$ cat config.mk
export PLATFORM = sky130hd
export DESIGN_NAME = fdm_manager
export DESIGN_NICKNAME = d
export VERILOG_FILES = /design/src/fdm_pkg.sv /design/src/fdm_allow_reg.sv /design/src/fdm_err_buf.sv /design/src/fdm_manager.sv
export SDC_FILE = /design/constraint.sdc
export NUM_CORES = 1
export LEC_CHECK = 0
export BUFFER_PORTS_ARGS = -buffer_cell sky130_fd_sc_hd__buf_4
export CELL_PAD_IN_SITES_DETAIL_PLACEMENT = 1
export CELL_PAD_IN_SITES_GLOBAL_PLACEMENT = 1
export CORE_ASPECT_RATIO = 0.8
export CORE_MARGIN = 5
export CORE_UTILIZATION = 45
export DETAILED_ROUTE_END_ITERATION = 6
export PLACE_DENSITY_LB_ADDON = 0.05
export SYNTH_ARGS = -nofsm -noshare
export SYNTH_HDL_FRONTEND = slang
export SYNTH_HIERARCHICAL = 1
export SYNTH_SLANG_ARGS = --single-unit
$ cat constraint.sdc
create_clock -name clk_i -period 4.2 [get_ports clk_i]
set_input_delay 0.84 -clock clk_i [delete_from_list [all_inputs] [get_ports clk_i]]
set_output_delay 0.84 -clock clk_i [all_outputs]
set_load 0.02 [all_outputs]
$ cat src/fdm_pkg.sv
`default_nettype none
package fdm_pkg;

  // Parameter indices of the category allow flags
  localparam logic [15:0] IDX_WHEEL_ALLOW = 16'hfa0b;
  localparam logic [15:0] IDX_SPEED_ALLOW = 16'hfa0c;
  localparam logic [15:0] IDX_PRIMARY_ALLOW = 16'hfa0d;
  localparam logic [15:0] IDX_SECONDARY_ALLOW = 16'hfa0e;

  // Allow flag coding
  localparam logic [7:0] ALLOW_FALSE = 8'h00;
  localparam logic [7:0] ALLOW_TRUE = 8'hff;
  localparam logic [7:0] ALLOW_RESET = 8'h00;

  // Fault categories, bit positions in the category vectors
  localparam int unsigned N_CAT = 4;
  localparam int unsigned CAT_PRIMARY = 0;
  localparam int unsigned CAT_SECONDARY = 1;
  localparam int unsigned CAT_SPEED = 2;
  localparam int unsigned CAT_WHEEL = 3;

  // Diagnostic check sources: CAN, analogue, bridge, peripheral, software
  localparam int unsigned N_DIAG = 5;

  // Critical fault log
  localparam int unsigned ERR_DEPTH = 8;
  localparam int unsigned ERR_AW = 3;
  localparam int unsigned CODE_W = 4;
  localparam logic [3:0] CODE_CAT_BASE = 4'h1;
  localparam logic [3:0] CODE_DIAG_BASE = 4'h8;
  localparam logic [3:0] ERR_CNT_FULL = 4'h8;

  // Operation states, Gray steps boot-oper-reduced-fail
  typedef enum logic [2:0] {
    ST_BOOT = 3'h0,
    ST_OPER = 3'h1,
    ST_RED = 3'h3,
    ST_FAIL = 3'h2,
    ST_CAL = 3'h6
  } fdm_state_type;

  // Status broadcast timing
  localparam int unsigned CLK_FREQ_HZ = 100_000_000;
  localparam int unsigned STATUS_PERIOD_MS = 10;
  localparam int unsigned STATUS_PERIOD_CYC = (CLK_FREQ_HZ / 1000) * STATUS_PERIOD_MS;
  localparam int unsigned STATUS_CNT_W = 24;

endpackage : fdm_pkg
`default_nettype wire

$ cat src/fdm_allow_reg.sv
`timescale 1ns/1ps
`default_nettype none
module fdm_allow_reg (
  // Clock and reset
  input wire logic clk_i,
  input wire logic arst_n_i,
  // Write port
  input wire logic wr_i,
  input wire logic [7:0] wdata_i,
  // Flag state
  output logic [7:0] val_o,
  output logic true_o
);

  logic [7:0] val_ff;

  always_ff @(posedge clk_i or negedge arst_n_i) begin
    if (!arst_n_i) begin
      val_ff <= fdm_pkg::ALLOW_RESET;
    end else if (wr_i) begin
      val_ff <= wdata_i;
    end
  end

  assign val_o = val_ff;
  assign true_o = (val_ff == fdm_pkg::ALLOW_TRUE);

endmodule : fdm_allow_reg
`default_nettype wire

$ cat src/fdm_err_buf.sv
`timescale 1ns/1ps
`default_nettype none
module fdm_err_buf (
  // Clock and reset
  input wire logic clk_i,
  input wire logic arst_n_i,
  // Log port
  input wire logic wr_i,
  input wire logic [3:0] code_i,
  // Read port
  input wire logic [2:0] rd_idx_i,
  output logic [3:0] rd_code_o,
  output logic [3:0] count_o
);

  logic [3:0] mem [fdm_pkg::ERR_DEPTH];
  logic [3:0] count_ff;
  logic [3:0] rd_code_ff;

  // Saturates when full so the first faults survive
  always_ff @(posedge clk_i or negedge arst_n_i) begin
    if (!arst_n_i) begin
      count_ff <= 4'h0;
    end else if (wr_i && (count_ff != fdm_pkg::ERR_CNT_FULL)) begin
      count_ff <= count_ff + 4'h1;
    end
  end

  always_ff @(posedge clk_i) begin
    if (wr_i && (count_ff != fdm_pkg::ERR_CNT_FULL)) begin
      mem[count_ff[2:0]] <= code_i;
    end
  end

  always_ff @(posedge clk_i or negedge arst_n_i) begin
    if (!arst_n_i) begin
      rd_code_ff <= 4'h0;
    end else if ({1'b0, rd_idx_i} < count_ff) begin
      rd_code_ff <= mem[rd_idx_i];
    end else begin
      rd_code_ff <= 4'h0;
    end
  end

  assign rd_code_o = rd_code_ff;
  assign count_o = count_ff;

endmodule : fdm_err_buf
`default_nettype wire

$ cat src/fdm_manager.sv
// Notes on behaviour
// RULE1 - Four fault categories, each separately degradable
// RULE2 - Flag 0 false, 255 true; false means fail-safe
// RULE3 - Primary fault: reduced, primary disabled for good
// RULE4 - Secondary fault: reduced, secondary disabled for good
// RULE5 - Device flags cover analogue and CAN variants
// RULE6 - Speed fault: bypass speed sensitivity, assume maximum
// RULE7 - Speed fault: bypass speed ramp selection too
// RULE8 - Speed fault: transitions ignore speed condition
// RULE9 - Wheel fault: bypass soft-stop, actuator sensitivity
// RULE10 - Wheel fault: refuse all closed-loop control
// RULE11 - Signal faults only bypass their consuming functions
// RULE12 - Every fault gives reduced or fail-safe state; a flag-true fault in calibration keeps calibration
// RULE13 - Fail-safe switches the valve bridge off
// RULE14 - Critical faults logged in readable buffer
// RULE15 - Fail-safe answers reads, rejects parameter writes
// RULE16 - Writes only in operational, reduced, calibration
// RULE17 - Leaving fail-safe needs a power cycle
// RULE18 - Diagnostic faults from five check sources
// RULE19 - Safety critical faults force fail-safe
// RULE20 - Operation state broadcast periodically
// RULE21 - Fail-safe latched until reset
// RULE22 - Reduced restrictions of categories accumulate
`timescale 1ns/1ps
`default_nettype none
module fdm_manager #(
  parameter int unsigned STATUS_PERIOD = fdm_pkg::STATUS_PERIOD_CYC
) (
  // Clock and reset
  input wire logic clk_i,
  input wire logic arst_n_i,
  // Calibration strap, caught after reset release
  input wire logic cal_strap_i,
  // Fault events, one-cycle pulses
  input wire logic [3:0] cat_fault_i,
  input wire logic [4:0] diag_fault_i,
  // Function requests, bit 0 analogue, bit 1 CAN
  input wire logic [1:0] primary_en_req_i,
  input wire logic [1:0] secondary_en_req_i,
  input wire logic closed_loop_req_i,
  // Parameter access
  input wire logic par_wr_i,
  input wire logic par_rd_i,
  input wire logic [15:0] par_idx_i,
  input wire logic [7:0] par_wdata_i,
  output logic par_ack_o,
  output logic par_rej_o,
  output logic [7:0] par_rdata_o,
  // Critical fault log
  input wire logic [2:0] err_rd_idx_i,
  output logic [3:0] err_rd_code_o,
  output logic [3:0] err_count_o,
  // State and status broadcast
  output logic [2:0] op_state_o,
  output logic status_tx_o,
  output logic [2:0] status_state_o,
  output logic critical_o,
  output logic valve_bridge_en_o,
  // Steering function controls
  output logic [1:0] primary_dev_en_o,
  output logic [1:0] secondary_dev_en_o,
  output logic speed_sens_bypass_o,
  output logic speed_ramp_bypass_o,
  output logic trans_speed_ignore_o,
  output logic assume_max_speed_o,
  output logic soft_stop_bypass_o,
  output logic act_sens_bypass_o,
  output logic closed_loop_en_o
);

  fdm_pkg::fdm_state_type state_ff;
  fdm_pkg::fdm_state_type nxt_state;

  logic [3:0] allow_true;
  logic [7:0] allow_val [fdm_pkg::N_CAT];
  logic [3:0] idx_hit;
  logic [3:0] deg_ff;
  logic [3:0] deg_set;
  logic [3:0] crit_cat;
  logic crit_any;
  logic [3:0] crit_code;
  logic run_state;
  logic wr_state_ok;
  logic wr_legal;
  logic wr_accept;

  logic par_ack_ff;
  logic par_rej_ff;
  logic [7:0] par_rdata_ff;
  logic [7:0] nxt_rdata;

  logic [1:0] primary_en_ff;
  logic [1:0] secondary_en_ff;
  logic closed_loop_ff;

  logic [fdm_pkg::STATUS_CNT_W-1:0] status_cnt_ff;
  logic status_tx_ff;
  logic [2:0] status_state_ff;

  function automatic logic [15:0] cat_index(input int unsigned cat);
    case (cat)
      fdm_pkg::CAT_PRIMARY: cat_index = fdm_pkg::IDX_PRIMARY_ALLOW;
      fdm_pkg::CAT_SECONDARY: cat_index = fdm_pkg::IDX_SECONDARY_ALLOW;
      fdm_pkg::CAT_SPEED: cat_index = fdm_pkg::IDX_SPEED_ALLOW;
      default: cat_index = fdm_pkg::IDX_WHEEL_ALLOW;
    endcase
  endfunction : cat_index

  // Parameter writes gated by state
  // RULE16 writable states only
  assign run_state = (state_ff == fdm_pkg::ST_OPER) || (state_ff == fdm_pkg::ST_RED)
                     || (state_ff == fdm_pkg::ST_CAL);
  assign wr_state_ok = run_state;
  // RULE2 only codes 0 and 255
  assign wr_legal = (par_wdata_i == fdm_pkg::ALLOW_FALSE) || (par_wdata_i == fdm_pkg::ALLOW_TRUE);
  assign wr_accept = par_wr_i && wr_state_ok && wr_legal && (|idx_hit);

  // RULE1 one flag per category
  genvar gi;
  generate
    for (gi = 0; gi < fdm_pkg::N_CAT; gi++) begin : g_allow
      assign idx_hit[gi] = (par_idx_i == cat_index(gi));
      fdm_allow_reg u_allow (
        .clk_i(clk_i),
        .arst_n_i(arst_n_i),
        .wr_i(wr_accept && idx_hit[gi]),
        .wdata_i(par_wdata_i),
        .val_o(allow_val[gi]),
        .true_o(allow_true[gi])
      );
    end
  endgenerate

  // Fault classification
  // RULE2 false flag is critical
  assign crit_cat = cat_fault_i & ~allow_true;
  assign deg_set = cat_fault_i & allow_true;
  // RULE18 five diagnostic sources
  // RULE19 diagnostic faults are critical
  assign crit_any = (|crit_cat) || (|diag_fault_i);

  // Lowest source wins when several arrive together
  always_comb begin
    crit_code = 4'h0;
    for (int i = fdm_pkg::N_DIAG - 1; i >= 0; i--) begin
      if (diag_fault_i[i]) begin
        crit_code = fdm_pkg::CODE_DIAG_BASE + 4'(i);
      end
    end
    for (int i = fdm_pkg::N_CAT - 1; i >= 0; i--) begin
      if (crit_cat[i]) begin
        crit_code = fdm_pkg::CODE_CAT_BASE + 4'(i);
      end
    end
  end

  // State machine
  always_comb begin
    nxt_state = state_ff;
    case (state_ff)
      fdm_pkg::ST_BOOT: begin
        if (crit_any) begin
          nxt_state = fdm_pkg::ST_FAIL;
        end else if (cal_strap_i) begin
          nxt_state = fdm_pkg::ST_CAL;
        end else begin
          nxt_state = fdm_pkg::ST_OPER;
        end
      end
      fdm_pkg::ST_OPER: begin
        // RULE12 fault to reduced or fail
        if (crit_any) begin
          nxt_state = fdm_pkg::ST_FAIL;
        end else if (|deg_set) begin
          nxt_state = fdm_pkg::ST_RED;
        end
      end
      fdm_pkg::ST_RED, fdm_pkg::ST_CAL: begin
        if (crit_any) begin
          nxt_state = fdm_pkg::ST_FAIL;
        end
      end
      fdm_pkg::ST_FAIL: begin
        // RULE21 no exit but reset
        nxt_state = fdm_pkg::ST_FAIL;
      end
      default: begin
        nxt_state = fdm_pkg::ST_FAIL;
      end
    endcase
  end

  always_ff @(posedge clk_i or negedge arst_n_i) begin
    if (!arst_n_i) begin
      state_ff <= fdm_pkg::ST_BOOT;
    end else begin
      state_ff <= nxt_state;
    end
  end

  // Degrade marks are sticky so a healed signal cannot re-enable a device
  // RULE22 restrictions accumulate
  always_ff @(posedge clk_i or negedge arst_n_i) begin
    if (!arst_n_i) begin
      deg_ff <= 4'h0;
    end else begin
      deg_ff <= deg_ff | deg_set;
    end
  end

  // RULE14 log critical faults
  fdm_err_buf u_err_buf (
    .clk_i(clk_i),
    .arst_n_i(arst_n_i),
    .wr_i(crit_any),
    .code_i(crit_code),
    .rd_idx_i(err_rd_idx_i),
    .rd_code_o(err_rd_code_o),
    .count_o(err_count_o)
  );

  // Parameter answers, reads allowed in every state
  always_comb begin
    nxt_rdata = 8'h00;
    for (int i = 0; i < fdm_pkg::N_CAT; i++) begin
      if (idx_hit[i]) begin
        nxt_rdata = allow_val[i];
      end
    end
  end

  // RULE15 reads answered, writes rejected
  always_ff @(posedge clk_i or negedge arst_n_i) begin
    if (!arst_n_i) begin
      par_ack_ff <= 1'b0;
      par_rej_ff <= 1'b0;
      par_rdata_ff <= 8'h00;
    end else begin
      par_ack_ff <= wr_accept || (par_rd_i && !par_wr_i && (|idx_hit));
      par_rej_ff <= (par_wr_i && !wr_accept) || (par_rd_i && !par_wr_i && !(|idx_hit));
      if (par_rd_i && !par_wr_i) begin
        par_rdata_ff <= nxt_rdata;
      end
    end
  end

  // Function enables
  always_ff @(posedge clk_i or negedge arst_n_i) begin
    if (!arst_n_i) begin
      primary_en_ff <= 2'h0;
      secondary_en_ff <= 2'h0;
      closed_loop_ff <= 1'b0;
    end else begin
      // RULE3 primary locked off
      // RULE5 both input variants
      primary_en_ff <= primary_en_req_i & {2{run_state && !deg_ff[fdm_pkg::CAT_PRIMARY]}};
      // RULE4 secondary locked off
      secondary_en_ff <= secondary_en_req_i
                         & {2{run_state && !deg_ff[fdm_pkg::CAT_SECONDARY]}};
      // RULE10 closed loop refused
      closed_loop_ff <= closed_loop_req_i && run_state && !deg_ff[fdm_pkg::CAT_WHEEL];
    end
  end

  // Status broadcast divider
  // RULE20 periodic state message
  always_ff @(posedge clk_i or negedge arst_n_i) begin
    if (!arst_n_i) begin
      status_cnt_ff <= '0;
      status_tx_ff <= 1'b0;
      status_state_ff <= 3'h0;
    end else if (status_cnt_ff == fdm_pkg::STATUS_CNT_W'(STATUS_PERIOD - 1)) begin
      status_cnt_ff <= '0;
      status_tx_ff <= 1'b1;
      status_state_ff <= state_ff;
    end else begin
      status_cnt_ff <= status_cnt_ff + fdm_pkg::STATUS_CNT_W'(1);
      status_tx_ff <= 1'b0;
    end
  end

  // Outputs
  assign par_ack_o = par_ack_ff;
  assign par_rej_o = par_rej_ff;
  assign par_rdata_o = par_rdata_ff;
  assign op_state_o = state_ff;
  assign status_tx_o = status_tx_ff;
  assign status_state_o = status_state_ff;
  assign critical_o = (state_ff == fdm_pkg::ST_FAIL);
  // RULE13 bridge off in fail-safe
  assign valve_bridge_en_o = run_state;
  assign primary_dev_en_o = primary_en_ff;
  assign secondary_dev_en_o = secondary_en_ff;
  // RULE6 speed sensitivity bypass
  // RULE11 only speed consumers touched
  assign speed_sens_bypass_o = deg_ff[fdm_pkg::CAT_SPEED];
  assign assume_max_speed_o = deg_ff[fdm_pkg::CAT_SPEED];
  // RULE7 speed ramp bypass
  assign speed_ramp_bypass_o = deg_ff[fdm_pkg::CAT_SPEED];
  // RULE8 transition speed ignored
  assign trans_speed_ignore_o = deg_ff[fdm_pkg::CAT_SPEED];
  // RULE9 wheel functions bypassed
  assign soft_stop_bypass_o = deg_ff[fdm_pkg::CAT_WHEEL];
  assign act_sens_bypass_o = deg_ff[fdm_pkg::CAT_WHEEL];

  assign closed_loop_en_o = closed_loop_ff;
endmodule : fdm_manager
`default_nettype wire

After elaboration in Yosys (flattened, before gate mapping). Memory sizes are Yosys's and may differ from the RTL's. Cells that the tools add are included.

Add/subtract/negate cells: 2. $mul: 0. Div/mod/pow operators: 0. Magnitude comparators: 1. Equal/unequal tests: 17. Shift operators: 0. Multiplexer cells: 24. Bitwise gates (word level): 6. Reductions and logical operators: 36.

Operators by type and width (count): 16-bit == test (second input constant) (4); 8-bit == test (second input constant) (5); 4-bit 2-to-1 mux (10); 8-bit 2-to-1 mux (4); 24-bit by 1-bit adder with 24-bit output (second input constant) (1); 24-bit by 20-bit == test with 1-bit output (second input constant) (1); 24-bit 2-to-1 mux (1); 1-bit logical AND (16); 3-bit 2-to-1 mux (5); 4-bit OR reduction (3); 3-bit case mux with 3 select lines (1); 4-bit bitwise AND (2); 8-bit zero test (1); 3-bit by 2-bit == test with 1-bit output (second input constant) (2); 1-bit zero test (6); 1-bit logical OR (6); 5-bit OR reduction (1); 4-bit by 1-bit adder with 4-bit output (second input constant) (1); 2-bit bitwise AND (2); 3-bit by 4-bit less-than comparator with 1-bit output (1); 4-bit inequality test (second input constant) (1); 4-bit NOT (1); 4-bit OR (1); 3-bit by 1-bit == test with 1-bit output (second input constant) (1); other kinds (7) (9).

Register bits after elaboration: 90. Latch bits: 0. Memory bits (writable): 32. ROM bits: 0. Bits of input ports: 46. Output and inout port bits: 38. Logic and storage cells: 104. Memories: 1.

Memory list: u_err_buf.mem (words 8, bits a word 4, read ports 1, clocked after Yosys merged registers in 0, wr ports 1, line fdm_err_buf.sv:16) `logic [3:0] mem [fdm_pkg::ERR_DEPTH];`.

Logic depth before layout (Yosys ltp).
Word-level depth: 9. Depth in mapped cells: 8. Depth with buffers taken out: 8.

Modules after synthesis. The synthesis kept the hierarchy.

By module, submodules not included: fdm_manager (times used 1, cells an instance 291, area each 2772.7 sq um, sequential area each 1251.2 sq um); fdm_err_buf (times used 1, cells an instance 103, area each 1665.3 sq um, sequential area each 1161.1 sq um); fdm_allow_reg (times used 4, cells an instance 20, area each 347.8 sq um, sequential area each 200.2 sq um).

Worst setup path after synthesis. OpenSTA, ideal clock, no wires.

Path kind: input to register. Start: input port par_idx_i[5]. End: register g_allow[0].u_allow.val_ff[0]. Library setup time: 0.125 ns. Arrival time: 2.643 ns. Data required time: 4.075 ns. Slack: 1.431 ns. Cell stages on the path: 6. Buffers on the path: 1. Cells stage by stage: or4b_1 > nor4_1 > o2111ai_1 > nor3b_1 > buf_6 > mux2_4.

Cells in the longest elaborated chain, start to end: 4. Elaborated cells between the ends (all ways): 7. Classes of those cells: 4 x eq/ne; 3 x reduce/logical.

Ends and longest elaborated chain: start, declared (line fdm_manager.sv:44) `input wire logic [15:0] par_idx_i,`; 16-bit == test (line fdm_manager.sv:122) `assign idx_hit[gi] = (par_idx_i == cat_index(gi));`; 4-bit OR reduction (line fdm_manager.sv:116) `assign wr_accept = par_wr_i && wr_state_ok && wr_legal && (|idx_hit);`; 1-bit logical AND (line fdm_manager.sv:116); 1-bit logical AND (*) (line fdm_manager.sv:126) `.wr_i(wr_accept && idx_hit[gi]),`; end signal, assigned (line fdm_allow_reg.sv:19) `val_ff <= fdm_pkg::ALLOW_RESET;`; end signal, assigned (line fdm_allow_reg.sv:21) `val_ff <= wdata_i;`; end, declared (line fdm_allow_reg.sv:15) `logic [7:0] val_ff;`.

Mark *: on every way between the ends. The rest lies on a longest branch, timed or not. A chain may end at the register's enable or synchronous reset.

Worst setup path in the final report.
Start: register state_ff[1] (netlist: op_state_o[1]). End: output port valve_bridge_en_o.

Cells in the longest elaborated chain, start to end: 3. Elaborated cells between the ends (all ways): 5. Classes of those cells: 3 x eq/ne; 2 x reduce/logical.

Ends and longest elaborated chain: start, declared (line fdm_manager.sv:71) `fdm_pkg::fdm_state_type state_ff;`; start signal, assigned (line fdm_manager.sv:195) `state_ff <= fdm_pkg::ST_BOOT;`; start signal, assigned (line fdm_manager.sv:197) `state_ff <= nxt_state;`; 3-bit by 1-bit == test with 1-bit output or 3-bit by 2-bit == test with 1-bit output (tied branches) (line fdm_manager.sv:111) `assign run_state = (state_ff == fdm_pkg::ST_OPER) || (state_ff == fdm_pkg::ST_RED)`; 1-bit logical OR (line fdm_manager.sv:111); 1-bit logical OR (*) (line fdm_manager.sv:112) `|| (state_ff == fdm_pkg::ST_CAL);`; end, declared (line fdm_manager.sv:58) `output logic valve_bridge_en_o,`.

Marks and branches as above.

==> run metrics <==
Die H between 100 and 150 um; Final Hold Vio Count 0; num rows 37; CP Launch Type flop; Post-Route Skew ~0.015 ns; final core occ 0.5543; # DRC 0; core area 12780 um^2; net count after synthesis 525; Final #Nets about 610; Crit. End Element output port; WS Path Type reg -> out; most common cell after layout, fill and taps aside dfrtp_1; RSZ-0062 raised after global routing no; via count 4128; clock tree buffer depth 2; status finished, final reports clean; CP Data Required Time 3.36 ns; post-CTS setup buffer count 0; Mapped Area between 5000 and 6000 um^2; hold buffers post-CTS 0; Hold WS 0.4678 ns; Slew headroom 0.1509; area growth from synthesis to layout 21.49%; period utilisation layout 0.6962; Flop pwr share 0.446; drt via density between 5 and 6; Tot GR Track Use 0.2031; most frequent cells in the layout dfrtp_1 (90), buf_4 (89), nor2_1 (45), mux2_4 (32), edfxtp_1 (32); post_cts resized 0; number of DRC markers in iteration 0 between 150 and 200; total CTS buffers 17; Die Wd ~140 um; crit-path max FO 7; DR WL/cell 19.67 um; H-tree lvl count 4; Initial Util 0.4562; leakage power between 3 and 4 nW; Logic pwr share 0.158; CP Launch Point op_state_o[1]; synthesized area per cell about 12 um^2; Port Buffers 83; # diodes 0; Sw Ratio 0.2685; Detailed Routing Iterations Pass 1 4; R2R Path Start g_allow[2].u_allow/val_o[1]; post-synthesis sequential area ratio 0.5512; CTS tree done; setup slack after layout around 1.3 ns; Max Clk Rate 342.0 MHz; Min-Delay Startpoint deg_ff[0]; CP arrival around 2.1 ns; commonest register cell after synthesis dfrtp_1; post-layout instance area a little over 7000 um^2; P_int ~0.0024 W; dpl cell area 6569 um^2; CTS clk-pin slew, worst paths about 0.050 ns; Skew-Pair Late Insertion Delay 0.41 ns; Placer Congestion approximately 0.76; worst slew pin tran about 1.3 ns; asr flop ratio synth 0.7377; # IOs 84; Final setup viols 0; max-slew violations 0; DP HPWL roughly 11000 um; vias in the first global route between 4000 and 5000; Fin Setup TNS 0 ns; DRT antenna net count 0; CTS Sinks 122; number of synthesized flops with an enable pin 32; total die area 15340 um^2; PwrDens ~450 nW/um^2; antenna violations before repair 0; Netlist cell types 52; pin count of the biggest net entering global routing 81; root buffer cell clkbuf_16; first-pass GRT wire length 24030 um; synthesized flop and latch total about 120; net switching power ~0.00086 W; Synthesis Warnings 6; Post-Syn Instances ~470; pre-CTS setup slack about 1.1 ns; global route total overflow 0; layout cell share with drive strength beyond 1 0.2962; min-delay worst type reg -> reg; crit path time final 2.924 ns; max cap viols 0; Max rail drop VDD approximately 0.00023 V; Clock power frac 0.395; DRT Wirelength roughly 15000 um
cell type report:
cell class | count | area (um^2)
fill | 1346 | 5695
inverter | 11 | 41.29
tap | 175 | 219.0
timing repair buffer | 89 | 668.1
clock buffer | 27 | 493.0
clock inverter | 4 | 20.02
multi-input combinational | 321 | 2427
sequential | 122 | 3213
final timing paths:
| check | cells past startpoint | slack (ns) | to |
|---|---|---|---|
| worst min-delay path | 1 | 0.47 | primary_dev_en_o[1] |
| worst max register to register | 7 | 1.75 | u_err_buf/mem[4][2] |
| worst max-delay path | 4 | 1.28 | valve_bridge_en_o |
| max in group asynchronous | 2 | 2.81 | g_allow[0].u_allow/val_o[4] |
| min in group asynchronous | 1 | 0.56 | u_err_buf/rd_code_o[0] |
| worst min register to register | 1 | 0.47 | primary_dev_en_o[1] |
metal layers:
metal	share of wire	global-route usage
met1	0.46	0.2742
met2	0.48	0.3146
met3	0.048	0.06323
met4	0.016	0.06117
met5	0	0
cells by family after synthesis:
group	Yosys count	synth area share
mux	64	0.1468
flops	122	0.5512
simple gates	174	0.1651
fa+ha+maj	5	0.01073
compound gates	59	0.06525
buf+inv	31	0.03241
xor+xnor	19	0.02855
cell usage after synthesis, types with 10 or more instances:
| master | n | area (um^2) |
|---|---|---|
| nor2b_1 | 11 | 68.82 |
| nor4_1 | 10 | 62.56 |
| mux2_2 | 14 | 157.7 |
| mux2i_1 | 15 | 150.1 |
| a21o_1 | 13 | 97.59 |
| xnor2_1 | 13 | 113.9 |
| nand4_1 | 17 | 106.4 |
| dfrtp_1 | 90 | 2252 |
| nand2_1 | 30 | 112.6 |
| inv_1 | 11 | 41.29 |
| edfxtp_1 | 32 | 960.9 |
| nor2_1 | 45 | 168.9 |
| nor3_1 | 14 | 70.07 |
| mux2_4 | 32 | 480.5 |
| a21oi_1 | 17 | 85.08 |
sequential cells by signal, summed over array words and instances (netlist names):
signal,count
g_allow.u_allow/val_o,32
u_err_buf/mem,32
deg_ff,4
par_ack_o,1
u_err_buf/rd_code_o,4
par_rej_o,1
status_state_o,3
u_err_buf/count_o,4
par_rdata_o,8
op_state_o,3
status_tx_o,1
closed_loop_en_o,1
secondary_dev_en_o,2
status_cnt_ff,24
primary_dev_en_o,2
power by group through the flow:
stage	Clock (W)	Combinational, W	Sequential [W]
2_1_floorplan	0	0.000227	0.00149
3_3_place_gp	0	0.000490	0.00145
3_5_place_dp	0	0.000507	0.00146
4_1_cts	0.00130	0.000516	0.00144
5_1_grt	0.00136	0.000555	0.00145
6_report	0.00127	0.000510	0.00144
per-stage QoR:
stage	cells	total power (W)
floorplan	474	0.001721
global placement	718	0.001938
detailed placement	718	0.001965
CTS	749	0.003255
global route	749	0.003367
finish	749	0.003220
worst max-delay path: stages (launching register included):
cell     delay (ns)
dfrtp_1        0.46
nor2b_1        0.20
mux2i_1        0.61
inv_1          0.19
buf_4          0.21
No activity file was read; power rests on OpenSTA's default activity.
